--- config.mk ---
export PLATFORM = sky130hd
export DESIGN_NAME = scc_clock_control
export DESIGN_NICKNAME = d
export VERILOG_FILES = /design/src/scc_pkg.sv /design/src/scc_clock_control.sv /design/src/scc_stuck_monitor.sv
export SDC_FILE = /design/constraint.sdc
export NUM_CORES = 1
export LEC_CHECK = 0
export BUFFER_PORTS_ARGS = -buffer_cell sky130_fd_sc_hd__buf_2
export CAP_MARGIN = 40
export CORE_MARGIN = 2
export CORE_UTILIZATION = 40
export DETAILED_ROUTE_END_ITERATION = 7
export GPL_ROUTABILITY_DRIVEN = 0
export GPL_TIMING_DRIVEN = 0
export MAX_ROUTING_LAYER = met4
export PLACE_DENSITY = 0.73
export SLEW_MARGIN = 5
export SYNTH_ARGS = -nofsm -noshare
export SYNTH_HDL_FRONTEND = slang
export SYNTH_SLANG_ARGS = --single-unit
export TNS_END_PERCENT = 20
--- constraint.sdc ---
create_clock -name clk -period 2.3 [get_ports clk]
set_input_delay 0.115 -clock clk [delete_from_list [all_inputs] [get_ports clk]]
set_output_delay 0.115 -clock clk [all_outputs]
set_load 0.05 [all_outputs]
--- src/scc_pkg.sv ---
package scc_pkg;
  localparam logic [7:0] CTL_OFFSET = 8'h00;
  localparam logic [7:0] PLL_OFFSET = 8'h04;
  localparam logic [7:0] CFG0_OFFSET = 8'h08;
  localparam logic [7:0] STAT_OFFSET = 8'h0C;
  localparam logic [31:0] PLL_RESET = 32'h00003010;
  localparam logic [31:0] CFG0_RESET = 32'h00009400;
  localparam logic [4:0] RC_TRIM_ADJUST_RESET = 5'h10;
  localparam logic [7:0] RC_FACTORY_CAL_DEFAULT = 8'h80;
  localparam int CTL_MON_EN_BIT = 19;
  localparam int CTL_BYPASS_BIT = 18;
  localparam int CTL_STABLE_BIT = 17;
  localparam int CTL_XTAL_EN_BIT = 16;
  localparam int CTL_PU_BIT = 28;
  localparam int CTL_PLL_EN_BIT = 24;
  localparam int CTL_PLL_STB_BIT = 25;
  localparam int CTL_PRIV_BIT = 2;
  localparam int CTL_RC_STB_BIT = 1;
  localparam int CTL_RC_EN_BIT = 0;
  localparam int STAT_STUCK_BIT = 7;
  localparam int STAT_CLEAR_BIT = 23;
  localparam logic [31:0] PLL_WMASK = 32'h0003FFFF;
  localparam logic [31:0] CFG0_WMASK = 32'hFF7FFCF3;
  localparam int STUCK_TIME_NS = 2000;
  localparam int CLK_PERIOD_NS = 100;
  localparam int STUCK_CYCLES = STUCK_TIME_NS / CLK_PERIOD_NS;
  localparam int SWITCH_TIME_NS = 300;
  localparam int SWITCH_CYCLES = (SWITCH_TIME_NS + CLK_PERIOD_NS - 1) / CLK_PERIOD_NS;
  typedef enum logic [1:0] {SCC_SRC_RC, SCC_SRC_XTAL, SCC_SRC_PLL, SCC_SRC_DIG} scc_src_t;
  typedef enum logic [1:0] {SCC_SW_IDLE, SCC_SW_WAIT, SCC_SW_GAP} scc_sw_state_t;
endpackage

--- src/scc_clock_control.sv ---
// The implementer's own choice: register access over AXI4-Lite.
`timescale 1ns/1ps
// How it works
// - Monitor enabled and crystal stuck: system clock falls back to the RC.
// - Fallback persists until reset or software clears the stuck flag.
// - Monitor enable keeps the RC running regardless of its enable bit.
// - Bypass bit writable only while crystal enable and power-up are both zero.
// - Crystal enable cannot clear while used; standby clears it; stable flag reports.
// - Factory calibration loads at power-on; trim is adjust plus calibration.
// - Privilege bit: unprivileged reads see only this bit, writes ignored; clear needs privilege.
// - With security on and unit secure, only secure privileged writes the bit.
// - RC enable cannot clear while used; hardware sets it on wake or stuck.
// - Post divider codes give divide by 2, 4, 6, 8; write only PLL off.
// - PLL source: zero picks RC, one picks crystal.
// - Multiplier writable PLL off, word or half-word only; below 64 reserved.
// - Input prescaler divides by 2 to 63, writable PLL off.
// - Output B source: system, audio PLL, crystal, digital PLL.
// - Output dividers: 0xx by one, 100 to 111 by 2 to 5.
// - Output A source: RC, slow crystal, crystal, PLL post-divided.
// - RTC divider zero gives no clock, n divides crystal by n plus one.
// - Bus two prescaler 2 to 16; bus one 4 to 16 for 101 to 111.
// - System bus prescaler 0xxx passes, 1000 to 1111 divide up to 512.
// - Switch status shows the source actually driving the system clock.
// - Switch select forced to RC on wake or crystal failure in use.
// - Writing one to the stuck clear bit resets the stuck flag.
module scc_clock_control
  import scc_pkg::*;
(
  input wire logic clk,
  input wire logic rst,
  input wire logic por,
  input wire logic [7:0] rc_factory_calibration,
  input wire logic security_ext_enable,
  input wire logic unit_secure,
  input wire logic standby_enter,
  input wire logic lowpower_exit,
  input wire logic fast_crystal_osc_pin,
  input wire logic crystal_ready_pin,
  input wire logic pll_lock_pin,
  input wire logic digital_pll_ready_pin,
  input wire logic rc_ready_pin,
  input wire logic [31:0] s_axi_awaddr,
  input wire logic [2:0] s_axi_awprot,
  input wire logic s_axi_awvalid,
  output logic s_axi_awready,
  input wire logic [31:0] s_axi_wdata,
  input wire logic [3:0] s_axi_wstrb,
  input wire logic s_axi_wvalid,
  output logic s_axi_wready,
  output logic [1:0] s_axi_bresp,
  output logic s_axi_bvalid,
  input wire logic s_axi_bready,
  input wire logic [31:0] s_axi_araddr,
  input wire logic [2:0] s_axi_arprot,
  input wire logic s_axi_arvalid,
  output logic s_axi_arready,
  output logic [31:0] s_axi_rdata,
  output logic [1:0] s_axi_rresp,
  output logic s_axi_rvalid,
  input wire logic s_axi_rready,
  output logic rc_osc_on,
  output logic [12:0] rc_trim,
  output logic crystal_osc_on,
  output logic crystal_bypass,
  output logic pll_on,
  output logic [31:0] pll_config,
  output logic [31:0] clock_config_zero,
  output logic [1:0] sysclk_mux,
  output logic sysclk_gate
);
  logic [2:0] rdy_s0, rdy_s1, rdy_s2;
  logic xtal_rdy, pll_rdy, dig_rdy;
  logic rc_rdy;
  logic stuck_now, crystal_stuck_flag;
  logic crystal_monitor_enable, crystal_bypass_select, crystal_enable, crystal_power_up;
  logic rc_enable, unit_privilege_protect, pll_enable;
  logic [4:0] rc_trim_adjust;
  logic [7:0] cal;
  logic have_aw, have_w, wr_go, rd_go;
  logic [7:0] aw_addr;
  logic [2:0] aw_prot;
  logic [31:0] wdat;
  logic [3:0] wstb;
  logic wr_priv, wr_sec, rd_priv, wr_full_half, ctl_ok;
  logic [31:0] ctl_view, stat_view, rd_word;
  logic [1:0] target, active;
  logic xtal_in_use, rc_in_use, target_ready;
  scc_sw_state_t sw_state;
  logic [1:0] gap_cnt;
  logic [1:0] pending;
  logic [31:0] next_pll, next_cfg0;

  scc_stuck_monitor u_mon (
    .clk(clk),
    .rst(rst),
    .enable(crystal_monitor_enable && crystal_enable),
    .xtal_clk_pin(fast_crystal_osc_pin),
    .stuck(stuck_now)
  );

  // Ready pins are asynchronous to clk
  always_ff @(posedge clk) begin
    if (rst) begin
      rdy_s0 <= 3'h0;
      rdy_s1 <= 3'h0;
      rdy_s2 <= 3'h0;
      xtal_rdy <= 1'b0;
      pll_rdy <= 1'b0;
      dig_rdy <= 1'b0;
      rc_rdy <= 1'b0;
    end else begin
      rdy_s0 <= {digital_pll_ready_pin, pll_lock_pin, crystal_ready_pin};
      rdy_s1 <= rdy_s0;
      rdy_s2 <= rdy_s1;
      if (rdy_s1[0] == rdy_s2[0]) xtal_rdy <= rdy_s2[0] & crystal_enable;
      if (rdy_s1[1] == rdy_s2[1]) pll_rdy <= rdy_s2[1] & pll_enable;
      if (rdy_s1[2] == rdy_s2[2]) dig_rdy <= rdy_s2[2];
      rc_rdy <= rc_ready_pin & rc_osc_on;
    end
  end

  // Calibration caught on power-on only, not by system reset
  always_ff @(posedge clk) begin
    if (por) cal <= RC_FACTORY_CAL_DEFAULT;
    else if (cal == RC_FACTORY_CAL_DEFAULT) cal <= rc_factory_calibration;
  end

  assign wr_go = have_aw && have_w && !s_axi_bvalid;
  assign rd_go = s_axi_arvalid && s_axi_arready;
  assign wr_priv = aw_prot[0];
  assign wr_sec = !aw_prot[1];
  assign rd_priv = s_axi_arprot[0];
  assign wr_full_half = (wstb == 4'hF) || (wstb == 4'h3) || (wstb == 4'hC);
  assign ctl_ok = wr_priv || !unit_privilege_protect;
  assign xtal_in_use = (active == SCC_SRC_XTAL) || (active == SCC_SRC_PLL && pll_config[15]);
  assign rc_in_use = (active == SCC_SRC_RC) || (active == SCC_SRC_PLL && !pll_config[15]);

  // AXI write channel capture
  always_ff @(posedge clk) begin
    if (rst) begin
      have_aw <= 1'b0;
      have_w <= 1'b0;
      aw_addr <= 8'h00;
      aw_prot <= 3'h0;
      wdat <= 32'h0;
      wstb <= 4'h0;
      s_axi_awready <= 1'b1;
      s_axi_wready <= 1'b1;
      s_axi_bvalid <= 1'b0;
      s_axi_bresp <= 2'h0;
    end else begin
      if (s_axi_awvalid && s_axi_awready) begin
        have_aw <= 1'b1;
        aw_addr <= s_axi_awaddr[7:0];
        aw_prot <= s_axi_awprot;
        s_axi_awready <= 1'b0;
      end
      if (s_axi_wvalid && s_axi_wready) begin
        have_w <= 1'b1;
        wdat <= s_axi_wdata;
        wstb <= s_axi_wstrb;
        s_axi_wready <= 1'b0;
      end
      if (wr_go) begin
        s_axi_bvalid <= 1'b1;
        s_axi_bresp <= (aw_addr <= STAT_OFFSET && aw_addr[1:0] == 2'h0) ? 2'h0 : 2'h2;
        have_aw <= 1'b0;
        have_w <= 1'b0;
      end
      if (s_axi_bvalid && s_axi_bready) begin
        s_axi_bvalid <= 1'b0;
        s_axi_awready <= 1'b1;
        s_axi_wready <= 1'b1;
      end
    end
  end

  // Main control register bits
  always_ff @(posedge clk) begin
    if (rst) begin
      crystal_monitor_enable <= 1'b0;
      crystal_bypass_select <= 1'b1;
      crystal_enable <= 1'b0;
      crystal_power_up <= 1'b0;
      rc_enable <= 1'b1;
      rc_trim_adjust <= RC_TRIM_ADJUST_RESET;
      pll_enable <= 1'b0;
    end else begin
      if (wr_go && aw_addr == CTL_OFFSET && ctl_ok) begin
        if (wstb[2]) begin
          crystal_monitor_enable <= wdat[CTL_MON_EN_BIT];
          if (!crystal_enable && !crystal_power_up) crystal_bypass_select <= wdat[CTL_BYPASS_BIT];
          if (wdat[CTL_XTAL_EN_BIT] || !xtal_in_use) crystal_enable <= wdat[CTL_XTAL_EN_BIT];
        end
        if (wstb[3]) begin
          crystal_power_up <= wdat[CTL_PU_BIT];
          if (wdat[CTL_PLL_EN_BIT] || active != SCC_SRC_PLL) pll_enable <= wdat[CTL_PLL_EN_BIT];
        end
        if (wstb[0]) begin
          rc_trim_adjust <= wdat[7:3];
          if (wdat[CTL_RC_EN_BIT] || !rc_in_use) rc_enable <= wdat[CTL_RC_EN_BIT];
        end
      end
      if (standby_enter) begin
        crystal_enable <= 1'b0;
        crystal_power_up <= 1'b0;
        pll_enable <= 1'b0;
      end
      if (lowpower_exit || (stuck_now && crystal_monitor_enable)) rc_enable <= 1'b1;
    end
  end

  // Privilege bit has its own write permissions
  always_ff @(posedge clk) begin
    if (rst) begin
      unit_privilege_protect <= 1'b0;
    end else if (wr_go && aw_addr == CTL_OFFSET && wstb[0] && wr_priv) begin
      if (!(security_ext_enable && unit_secure) || wr_sec) begin
        unit_privilege_protect <= wdat[CTL_PRIV_BIT];
      end
    end
  end

  // Stuck flag: set wins over a same-cycle clear
  always_ff @(posedge clk) begin
    if (rst) begin
      crystal_stuck_flag <= 1'b0;
    end else if (stuck_now && crystal_monitor_enable) begin
      crystal_stuck_flag <= 1'b1;
    end else if (wr_go && aw_addr == STAT_OFFSET && ctl_ok && wstb[2] && wdat[STAT_CLEAR_BIT]) begin
      crystal_stuck_flag <= 1'b0;
    end
  end

  always_comb begin
    next_pll = pll_config;
    if (wr_go && aw_addr == PLL_OFFSET && ctl_ok) begin
      if (wstb[1]) next_pll[15] = wdat[15];
      if (!pll_enable) begin
        if (wstb[2]) next_pll[17:16] = wdat[17:16];
        if (wstb[0]) next_pll[5:0] = wdat[5:0];
        if (wr_full_half && wstb[1:0] == 2'h3) next_pll[14:6] = wdat[14:6];
      end
    end
    next_pll = next_pll & PLL_WMASK;
  end

  always_comb begin
    next_cfg0 = clock_config_zero;
    if (wr_go && aw_addr == CFG0_OFFSET && ctl_ok) begin
      for (int b = 0; b < 4; b++) begin
        if (wstb[b]) next_cfg0[b*8 +: 8] = wdat[b*8 +: 8];
      end
    end
    next_cfg0 = (next_cfg0 & CFG0_WMASK) | {28'h0, active, 2'h0};
    if (lowpower_exit || (stuck_now && crystal_monitor_enable && xtal_in_use)) begin
      next_cfg0[1:0] = SCC_SRC_RC;
    end
  end

  // fields decoded by clock tree dividers from these outputs
  always_ff @(posedge clk) begin
    if (rst) begin
      pll_config <= PLL_RESET;
      clock_config_zero <= CFG0_RESET;
    end else begin
      pll_config <= next_pll;
      clock_config_zero <= next_cfg0;
    end
  end

  assign target = crystal_stuck_flag ? SCC_SRC_RC : clock_config_zero[1:0];
  always_comb begin
    case (target)
      SCC_SRC_RC: target_ready = rc_rdy;
      SCC_SRC_XTAL: target_ready = xtal_rdy;
      SCC_SRC_PLL: target_ready = pll_rdy;
      default: target_ready = dig_rdy;
    endcase
  end

  // Break-before-make switch: gate off, change mux, gate on
  always_ff @(posedge clk) begin
    if (rst) begin
      sw_state <= SCC_SW_IDLE;
      active <= SCC_SRC_RC;
      sysclk_mux <= 2'h0;
      sysclk_gate <= 1'b1;
      gap_cnt <= 2'h0;
      pending <= 2'h0;
    end else begin
      case (sw_state)
        SCC_SW_IDLE: begin
          if (target != active && (target_ready || (stuck_now && crystal_monitor_enable))) begin
            sysclk_gate <= 1'b0;
            // Latched so a late select change cannot pick an unready source
            pending <= target;
            gap_cnt <= 2'(SWITCH_CYCLES);
            sw_state <= SCC_SW_WAIT;
          end
        end
        SCC_SW_WAIT: begin
          if (gap_cnt == 2'h0) begin
            sysclk_mux <= pending;
            gap_cnt <= 2'(SWITCH_CYCLES);
            sw_state <= SCC_SW_GAP;
          end else begin
            gap_cnt <= gap_cnt - 2'h1;
          end
        end
        default: begin
          if (gap_cnt == 2'h0) begin
            sysclk_gate <= 1'b1;
            active <= sysclk_mux;
            sw_state <= SCC_SW_IDLE;
          end else begin
            gap_cnt <= gap_cnt - 2'h1;
          end
        end
      endcase
    end
  end

  always_ff @(posedge clk) begin
    if (rst) begin
      rc_osc_on <= 1'b1;
      rc_trim <= 13'h0;
      crystal_osc_on <= 1'b0;
      crystal_bypass <= 1'b0;
      pll_on <= 1'b0;
    end else begin
      rc_osc_on <= rc_enable || crystal_monitor_enable;
      rc_trim <= {5'h0, cal} + {8'h0, rc_trim_adjust};
      crystal_osc_on <= crystal_enable;
      crystal_bypass <= !crystal_bypass_select;
      pll_on <= pll_enable;
    end
  end

  always_comb begin
    ctl_view = 32'h0;
    ctl_view[CTL_PU_BIT] = crystal_power_up;
    ctl_view[CTL_PLL_STB_BIT] = pll_rdy;
    ctl_view[CTL_PLL_EN_BIT] = pll_enable;
    ctl_view[CTL_MON_EN_BIT] = crystal_monitor_enable;
    ctl_view[CTL_BYPASS_BIT] = crystal_bypass_select;
    ctl_view[CTL_STABLE_BIT] = xtal_rdy;
    ctl_view[CTL_XTAL_EN_BIT] = crystal_enable;
    ctl_view[15:8] = cal;
    ctl_view[7:3] = rc_trim_adjust;
    ctl_view[CTL_PRIV_BIT] = unit_privilege_protect;
    ctl_view[CTL_RC_STB_BIT] = rc_rdy;
    ctl_view[CTL_RC_EN_BIT] = rc_enable;
    stat_view = 32'h0;
    stat_view[STAT_STUCK_BIT] = crystal_stuck_flag;
  end

  always_comb begin
    rd_word = 32'h0;
    if (s_axi_araddr[7:0] == CTL_OFFSET) rd_word = ctl_view;
    else if (s_axi_araddr[7:0] == PLL_OFFSET) rd_word = pll_config;
    else if (s_axi_araddr[7:0] == CFG0_OFFSET) rd_word = clock_config_zero;
    else if (s_axi_araddr[7:0] == STAT_OFFSET) rd_word = stat_view;
    if (unit_privilege_protect && !rd_priv) begin
      rd_word = (s_axi_araddr[7:0] == CTL_OFFSET) ? (ctl_view & 32'h00000004) : 32'h0;
    end
  end

  always_ff @(posedge clk) begin
    if (rst) begin
      s_axi_arready <= 1'b1;
      s_axi_rvalid <= 1'b0;
      s_axi_rdata <= 32'h0;
      s_axi_rresp <= 2'h0;
    end else if (rd_go) begin
      s_axi_arready <= 1'b0;
      s_axi_rvalid <= 1'b1;
      s_axi_rdata <= rd_word;
      s_axi_rresp <= (s_axi_araddr[7:0] <= STAT_OFFSET && s_axi_araddr[1:0] == 2'h0) ? 2'h0 : 2'h2;
    end else if (s_axi_rvalid && s_axi_rready) begin
      s_axi_rvalid <= 1'b0;
      s_axi_arready <= 1'b1;
    end
  end
endmodule

--- src/scc_stuck_monitor.sv ---
`timescale 1ns/1ps
module scc_stuck_monitor
  import scc_pkg::*;
(
  input wire logic clk,
  input wire logic rst,
  input wire logic enable,
  input wire logic xtal_clk_pin,
  output logic stuck
);
  logic [2:0] sync;
  logic [4:0] quiet;
  always_ff @(posedge clk) begin
    if (rst) begin
      sync <= 3'h0;
    end else begin
      sync <= {sync[1:0], xtal_clk_pin};
    end
  end
  // Stuck low or high both look like no edge for the whole window
  always_ff @(posedge clk) begin
    if (rst || !enable || (sync[1] != sync[2])) begin
      quiet <= 5'h00;
      stuck <= 1'b0;
    end else if (quiet == 5'(STUCK_CYCLES - 1)) begin
      stuck <= 1'b1;
    end else begin
      quiet <= quiet + 5'h01;
    end
  end
endmodule

==> impl_results.md, run 1 <==
* CP Launch Type: input pin
* CP Class: in -> reg
* Die area at 0.02132 sq mm
* Routed WL per cell at 17.31 um
* Post-DR vias/cell at 5.106
* Seq cells post-synth at 200
* Clock Skew at 11.22 ps
* Final setup fails at 0
* Worst hold path depth at 2
* Starting density of the core at 41.06%
* Max Freq at 0.4378 GHz
* Count of input and output buffers at 178
* Post-synth EDFFs at 0
* H-Tree Level Count at 4
* Worst Reg2Reg Path Length in Cells at 6
* Ys async rst share at 0%
* Initial DRT Pass Iterations at 5
* Netlist cell types at 68
* Drt drc at 0
* Area share of the largest cell type after synthesis at 49.62%
* Clk buf depth at 2
* Min-delay src: por
* Mapped Cells at 925
* Sequential fraction of the synthesis area at 49.62%
* Initial antenna violation count at 2
* I/O pin cnt at 256
* GRT Residual Overflow at 0
* Synth area leader: dfxtp_1
* Final hold violation count at 0
* Final Slew Violations at 0
* First-pass GRT wire length at 39.32 mm
* VDD IR max at 509.5 uV
* Crit share post-route at 99.31%
* Synth top area cells: dfxtp_1 50%, nand2_1 7.9%, a21oi_1 6.1%, mux2i_1 4.5%, nor2_1 3.8%
* Drt first-iter violations at 555
* Clk sink count at 200
* Area Growth Syn to Fin at 32.19%
* Setup Total Neg Slack at 0 ps
* Clock root buffer master: clkbuf_16
* Routed Antenna Nets at 0
* Pwr dens at 717.1 mW/mm^2
* Vias at 7,639
* Share of layout cells above drive strength 1 at 21.66%
* CTS buffer count at 17
* CP Max Fanout at 10
* Crit. End Element: flop
* Core Area at 0.01965 sq mm
* Status: finished, final reports clean
* Die width at 146.0 um
* Nets at 1,355
* Mean post-synth cell area at 8.723 sq um
* RSZ-0062 raised after global routing: true
* Tmin final at 2284 ps
* Worst R2R End: pll_config[6]$_SDFFE_PP0P_
* Worst hold slack at 7.975 ps
* WP data required at 2690 ps
* Worst Hold Path EP: cal[0]$_SDFFE_PP0N_
* Post-synth top flop: dfxtp_1
* Worst-Margin Slew at 830.4 ps
* Max-cap viol count at 0
* Leakage at 4.533 nW
* Yosys warnings at 0
* PnR Total Power at 7.649 mW
* Relative slew slack at 44.64%
* WP data arrival at 2670 ps
* GRT Total Usage at 24.45%
* Chip height at 146.0 um
* Row count at 51
* Dpl hpwl at 18.40 mm
* Vias in the first global route at 7,211
* WL final at 25.89 mm
* Skew-Pair Late Insertion Delay at 450 ps
* Pin count of the biggest net entering global routing at 18
* Fill count at 1,830
* R2r startpoint: aw_addr[7]$_SDFFE_PP0P_
* Worst min path class: in -> reg
* Post-Syn Area at 0.008069 sq mm
* Post-CTS Setup Bufs at 0
* Reg2Reg Setup Slack at 150 ps
* Clk slew on worst S/H paths at 70 ps
* CTS tree: done
==> worst max-delay path: stages <==
cell and delay [ps]:
buf_2 90, clkbuf_1 430, clkbuf_1 500, clkbuf_1 690, a21oi_1 160, o21ai_0 120
dlygate4sd3_1 560
==> layer usage <==
metal  global-route usage [%]  wire length, um  up-vias  share of wire, %
met5                        -                0        -                 0
met4                    8.350              751        0               2.9
met3                    6.344             2093       44               8.1
met2                    39.15            12060      321                47
met1                    30.08            10990     3576                42
li1                         -                -     3698                 -
==> timing repair <==
action                                  CTS  global route
hold endpoints to repair                 68             0
endpoints found under the setup margin    0            19
gates resized for setup                   0             3
hold buffers                             71             0
==> state kept, by name (all words and copies together), names as in the netlist, 3 cells and up <==
register           count
aw_addr                8
cal                    8
clock_config_zero     29
pll_config            18
rc_trim                9
rc_trim_adjust         5
rdy_s0                 3
rdy_s1                 3
rdy_s2                 3
s_axi_rdata           31
u_mon.quiet            5
u_mon.sync             3
wdat                  32
wstb                   4
==> cells in the final DEF (no fill, tap or decap), types with 14 or more instances in the layout <==
cell type      synthesis  final
o21ai_0               27     27
dlygate4sd3_1          0     71
buf_2                  5    183
inv_1                 19     19
nand3_1               14     14
nand2_1              169    169
conb_1                 1     24
clkbuf_16              0     17
nor2_1                82     82
clkbuf_1              43     45
a22oi_1               14     14
nor3_1                14     14
nor2b_1               25     25
a21oi_1               99     99
nand2b_1              19     19
mux2i_1               36     36
buf_4                 26     26
o31ai_1               16     16
dfxtp_1              200    200
==> Yosys cell counts (all sizes together) (8+ instances only) <==
cell    instances
dfxtp         200
nor3           15
buf            33
a22o            9
inv            19
nand2         169
xor2            8
nor2b          25
nand3          16
nor2           83
nand2b         19
o21ai          27
a21oi          99
mux2i          36
o31ai          16
clkbuf         44
a22oi          14
==> report_power, final <==
| part | switching (mW) | internal (mW) | leakage, nW | total, mW |
|---|---|---|---|---|
| combinational | 0.646 | 0.399 | 2.64 | 1.05 |
| clock | 1.38 | 1.51 | 0.267 | 2.89 |
| sequential | 0.124 | 3.59 | 1.63 | 3.72 |
==> per-stage QoR <==
step	worst slack (ps)	cell area, sq um	utilization [%]	std cells
2_1_floorplan	220.5	8155	-	948
3_3_place_gp	-11.58	9378	47.71	1391
3_5_place_dp	-35.42	9378	47.71	1391
4_1_cts	69.33	10640	54.14	1493
5_1_grt	-82.79	10660	54.26	1495
6_report	15.98	10670	54.27	1496
==> layout make-up <==
cell class / instances / area, sq um / area share (%)
well taps: 265 / 331.6 / 3.108
repair buffers: 249 / 1602 / 15.01
diodes: 3 / 7.507 / 0.07038
flip-flops and latches: 200 / 4004 / 37.54
plain buffers: 77 / 410.4 / 3.848
clock inverters: 12 / 118.9 / 1.114
clock buffers: 19 / 432.9 / 4.059
multi-input cells: 652 / 3689 / 34.58
inverters: 19 / 71.32 / 0.6686
==> cell families after synthesis <==
group                    count (synthesis)  share of synthesized area (%)
adder cells (fa/ha/maj)                  8                          1.334
AO/OA/AOI/OAI                          199                          15.12
AND/OR/NAND/NOR                        366                          21.17
flip-flops                             200                          49.62
buffers and inverters                   96                          5.970
multiplexers                            43                          5.443
other                                    1                        0.04647
XOR/XNOR                                12                          1.303
==> how the worst max path moves through the flow <==
stage,start,endpoint,depth (start not counted)
floorplan,s_axi_bvalid$_SDFFE_PP0N_,rc_trim_adjust[4]$_SDFFE_PP1P_,5
CTS,rst,s_axi_awready$_SDFFE_PP1P_,7
finish,rst,s_axi_wready$_SDFFE_PP1P_,7
detailed placement,s_axi_araddr[1],s_axi_rdata[31]$_SDFFE_PP0P_,6
global route,rst,s_axi_wready$_SDFFE_PP1P_,7
global placement,s_axi_araddr[1],s_axi_rdata[19]$_SDFFE_PP0P_,6
Note: power is estimated with default switching activity, not from simulation.
==> run 2: changes to the inputs <==
==> constraint.sdc (replaced) <==
create_clock -name clk -period 2.3 [get_ports clk]
set_input_delay 0.46 -clock clk [delete_from_list [all_inputs] [get_ports clk]]
set_output_delay 0.46 -clock clk [all_outputs]
set_load 0.05 [all_outputs]
==> run 2 against run 1 <==
  * Setup slack improved by 130 ps
  * Critical path depth fell by 1
  * Flip-flop and latch count did not move
  * Clock power barely moved
  * Sequential power barely moved
  * Die area did not move
  * Critical endpoint is now pll_config[6]$_SDFFE_PP0P_
==> impl_results.md, run 2 (synthesis results as in run 1) <==
* Status: finished, final reports clean
* Max Freq at 0.4642 GHz (+6.0%)
* CP Max Fanout at 10 (unchanged)
* Final hold violation count at 0 (unchanged)
* Largest regs: wdat: 32 flops, s_axi_rdata: 31 flops, clock_config_zero: 29 flops
* Relative slew slack at 43.51% (-1.1 points)
* Max reg flops at 32 (unchanged)
* Final setup fails at 0 (unchanged)
* Pwr dens at 754.5 mW/mm^2 (+5.2%)
* Core Area at 0.01965 sq mm (unchanged)
* Setup Total Neg Slack at 0 ps (unchanged)
* CP Launch Type: flop
* Drt drc at 0 (unchanged)
* Most frequent cells in the layout: 200 x dfxtp_1, 183 x buf_2, 169 x nand2_1
* Leakage at 4.234 nW (-6.6%)
* Clock Skew at 7.596 ps (-3.620 ps)
* Clk sink count at 200 (unchanged)
* Skew-Pair Late Insertion Delay at 440 ps (about the same)
* GRT Total Usage at 23.43% (-1.0 points)
* Fin area at 0.009966 sq mm (-6.6%)
* Worst hold slack at 224.5 ps (+216.5 ps)
* CTS buffer count at 17 (unchanged)
* Crit path buf inv count at 1 (-4)
* Tmin final at 2154 ps (-130.0 ps)
* CTS tree: done
* Area Growth Syn to Fin at 23.51%
* CTS hold repair buffers at 0 (-100%)
* Share of layout cells above drive strength 1 at 23.16% (+1.5 points)
* Die width at 146.0 um (unchanged)
* Worst-path cell chain: or4_4 -> nor3_2 -> and4_1 -> buf_4 -> mux2i_1 -> nor2_1
* Clk buf depth at 2 (unchanged)
* Max-cap viol count at 0 (unchanged)
* Row count at 51 (unchanged)
* Chip height at 146.0 um (unchanged)
* CP Class: reg -> reg
* WP data required at 2610 ps (-80 ps)
* GRT Residual Overflow at 0 (unchanged)
* Starting density of the core at 41.06% (unchanged)
* RSZ-0062 raised after global routing: false
* Routed WL per cell at 17.42 um (+0.65%)
* Post-CTS Setup Bufs at 0 (unchanged)
* Initial antenna violation count at 3 (+1)
* Placed cell areas at 0.009378 sq mm (unchanged)
* First-pass GRT wire length at 37.50 mm (-4.6%)
* I/O pin cnt at 256 (unchanged)
* Vias at 7,372 (-3.5%)
* WP data arrival at 2460 ps (-210 ps)
* Pin count of the biggest net entering global routing at 18 (unchanged)
* Worst path max stage delay at 570 ps (-120 ps)
* Crit share post-route at 93.65% (-5.7 points)
* Nets at 1,284 (-5.2%)
* Count of input and output buffers at 178 (unchanged)
* Crit. End Element: flop
* PostCTS Resize Cnt at 0 (unchanged)
* WL final at 24.84 mm (-4.1%)
* CP top delay family: simple AND/OR/NAND/NOR gates
* Most common cell after layout, fill and taps aside: dfxtp_1
* Initial DRT Pass Iterations at 5 (unchanged)
* Routed Antenna Nets at 0 (unchanged)
* Fin util at 50.71% (-3.6 points)
* Dpl hpwl at 18.40 mm (unchanged)
* Post-DR vias/cell at 5.170 (+1.2%)
* Final Slew Violations at 0 (unchanged)
* Vias in the first global route at 6,771 (-6.1%)
* Most flops, register: wdat
* PnR Total Power at 7.519 mW (-1.7%)
* Drt first-iter violations at 573 (+3.2%)
* VDD IR max at 503.7 uV (-1.1%)
* Clk slew on worst S/H paths at 70 ps (about the same)
* Clock root buffer master: clkbuf_16
* Worst min path class: in -> reg
* H-Tree Level Count at 4 (unchanged)
* Die area at 0.02132 sq mm (unchanged)
* Worst-Margin Slew at 847.3 ps (+16.90 ps)
* Critical path's slowest cell: or4_4
-- run 2: worst paths after layout --
kind	startpoint	to	slack, ps	cells after the start
setup / recovery	aw_addr[7]$_SDFFE_PP0P_	pll_config[6]$_SDFFE_PP0P_	150	6
hold / removal	s_axi_wvalid	s_axi_wready$_SDFFE_PP1P_	220	2
hold reg to reg	rdy_s0[0]$_SDFF_PP0_	rdy_s1[0]$_SDFF_PP0_	440	1
setup reg to reg	aw_addr[7]$_SDFFE_PP0P_	pll_config[6]$_SDFFE_PP0P_	150	6
-- run 2: metal layers --
layer	up-vias	GRT usage (%)	wire length (um)
met5	-	-	0
met1	3419	29.63	10400
li1	3552	-	-
met3	46	6.344	2350
met2	355	36.11	11360
met4	0	8.495	722
-- run 2: per-stage QoR --
| stage | cells | setup WS, ps |
|---|---|---|
| detailed placement | 1391 | -380.4 |
| finish | 1426 | 145.9 |
| CTS | 1422 | 86.25 |
| floorplan | 948 | 220.5 |
| global placement | 1391 | -356.6 |
| global route | 1425 | 36.92 |
-- run 2: final cells by class --
class	count	area, sq um
sequential	200	4004
buffer	77	411.6
clock buffer	19	432.9
inverter	19	71.32
timing repair buffer	178	890.9
antenna	4	10.01
clock inverter	12	118.9
multi-input combinational	652	3695
tap	265	331.6
fill	1919	9688
-- run 2: power breakdown --
group	internal, mW	switching, mW	leakage [nW]
clock	1.51	1.38	0.267
combinational	0.299	0.620	2.34
sequential	3.59	0.124	1.63
==> run 3: changes to the inputs <==
CTS_CLUSTER_DIAMETER = 150   (was unset)
MAX_ROUTING_LAYER = unset   (was met4)
==> run 3 against run 2 <==
  * Fmax fell by 1.1%
  * Clock-buffer cell count unchanged
  * Power is essentially flat
  * Sequential power hardly changed
  * Worst hold slack got worse by 1.5 ps
  * Cell count did not move
  * Clock skew is 2.7 ps higher
  * Clock power hardly changed
  * Die area did not move
  * Critical path depth stayed put
  * Utilization is essentially flat
  * Non-clock buffer count unchanged
==> impl_results.md, run 3 (synthesis results as in run 1) <==
* Status: finished, final reports clean
* Die area at 0.02132 sq mm (unchanged)
* Routed Antenna Nets at 0 (unchanged)
* Initial antenna violation count at 3 (unchanged)
* Post-DR vias/cell at 5.151 (-0.37%)
* Vias in the first global route at 6,755 (-0.24%)
* Worst-Margin Slew at 826.4 ps (-20.98 ps)
* Most common cell after layout, fill and taps aside: dfxtp_1
* Share of layout cells above drive strength 1 at 23.08% (-0.086 points)
* Critical path's slowest cell: or4_4
* CP Max Fanout at 10 (unchanged)
* Relative slew slack at 44.91% (+1.4 points)
* Crit. End Element: flop
* Placed cell areas at 0.009378 sq mm (unchanged)
* Tmin final at 2179 ps (+25.00 ps)
* CTS hold repair buffers at 0 (unchanged)
* Post-CTS Setup Bufs at 0 (unchanged)
* Max reg flops at 32 (unchanged)
* Initial DRT Pass Iterations at 5 (unchanged)
* Clk buf depth at 2 (unchanged)
* CTS tree: done
* RSZ-0062 raised after global routing: true
* GRT Total Usage at 22.75% (-0.68 points)
* Clock root buffer master: clkbuf_16
* First-pass GRT wire length at 37.53 mm (about the same)
* Fin cells at 1,426 (unchanged)
* GRT Residual Overflow at 0 (unchanged)
* Largest regs: wdat: 32 flops, s_axi_rdata: 31 flops, clock_config_zero: 29 flops
* Worst-path cell chain: or4_4 -> nor3_2 -> and4_1 -> buf_4 -> mux2i_1 -> nor2_1
* Worst path max stage delay at 570 ps (about the same)
* WP data required at 2610 ps (about the same)
* WL final at 24.84 mm (about the same)
* Max-cap viol count at 0 (unchanged)
* Core Area at 0.01965 sq mm (unchanged)
* Max Freq at 0.4589 GHz (-1.1%)
* Clk sink count at 200 (unchanged)
* Final setup fails at 0 (unchanged)
* Final hold violation count at 0 (unchanged)
* Placed Cells at 1,391 (unchanged)
* Row count at 51 (unchanged)
* I/O pin cnt at 256 (unchanged)
* CTS buffer count at 17 (unchanged)
* Count of input and output buffers at 178 (unchanged)
* Dpl hpwl at 18.40 mm (unchanged)
* CP Class: reg -> reg
* CP Launch Type: flop
* Crit share post-route at 94.74% (+1.1 points)
* PostCTS Resize Cnt at 0 (unchanged)
* PnR Total Power at 7.526 mW (about the same)
* Pin count of the biggest net entering global routing at 18 (unchanged)
* Leakage at 4.231 nW (about the same)
* Routed WL per cell at 17.42 um (about the same)
* Fin util at 50.70% (about the same)
* Drt first-iter violations at 541 (-5.6%)
* Fill count at 1,921 (+0.10%)
* Most frequent cells in the layout: 200 x dfxtp_1, 183 x buf_2, 169 x nand2_1
* Fin area at 0.009965 sq mm (about the same)
* H-Tree Level Count at 4 (unchanged)
* Die width at 146.0 um (unchanged)
* Clk slew on worst S/H paths at 70 ps (about the same)
* Vias at 7,345 (-0.37%)
* Dpl ws at -380.4 ps (unchanged)
* VDD IR max at 504.3 uV (+0.12%)
* Starting density of the core at 41.06% (unchanged)
* Worst setup margin at 120.9 ps (-25.00 ps)
* Chip height at 146.0 um (unchanged)
* Nets at 1,284 (unchanged)
* Final Slew Violations at 0 (unchanged)
* Reg2Reg Setup Slack at 120 ps (-30 ps)
* Clock Skew at 10.27 ps (+2.677 ps)
* Area Growth Syn to Fin at 23.49% (about the same)
* Pwr dens at 755.3 mW/mm^2 (+0.10%)
* Worst min path class: in -> reg
* Skew-Pair Late Insertion Delay at 440 ps (about the same)
* WP data arrival at 2490 ps (+30 ps)
* Most flops, register: wdat
* Drt drc at 0 (unchanged)
run 3: final cells by class:
type	count	area [sq um]	area share, %
sequential	200	4004	40.18
multi-input combinational	652	3695	37.08
timing repair buffer	178	890.9	8.940
clock buffer	19	432.9	4.345
buffer	77	410.4	4.119
tap	265	331.6	3.327
clock inverter	12	118.9	1.193
inverter	19	71.32	0.7157
antenna	4	10.01	0.1005
run 3: routing by layer:
layer  GRT usage (%)  routed length (um)
met1           29.43               10490
met3           6.688                2332
met2           36.11               11220
met5               0                   0
met4           8.495                 795
run 3: path summary, 6_finish.rpt:
check	startpoint	endpoint	depth (start not counted)
worst max-delay path	aw_addr[7]$_SDFFE_PP0P_	pll_config[6]$_SDFFE_PP0P_	6
worst min-delay path	s_axi_wvalid	s_axi_wready$_SDFFE_PP1P_	2
worst max register to register	aw_addr[7]$_SDFFE_PP0P_	pll_config[6]$_SDFFE_PP0P_	6
worst min register to register	rdy_s0[0]$_SDFF_PP0_	rdy_s1[0]$_SDFF_PP0_	1
run 3: where the power goes:
| group | switching [mW] | internal [mW] |
|---|---|---|
| registers | 0.125 | 3.59 |
| logic | 0.620 | 0.298 |
| clock network | 1.38 | 1.51 |
run 3: per-stage QoR:
step           hold slack, ps  setup TNS, ps
3_3_place_gp            420.7          -8479
2_1_floorplan           399.4              0
3_5_place_dp            423.9          -8977
4_1_cts                 218.0              0
6_report                223.0              0
5_1_grt                 221.1         -20.81
run 3: worst max-delay path, delay by kind of cell (launching register included):
kind / cells / cell delay (ps)
buffers and inverters: 1 / 230
muxes: 1 / 210
DFF: 1 / 320
and+or+nand+nor: 4 / 1290
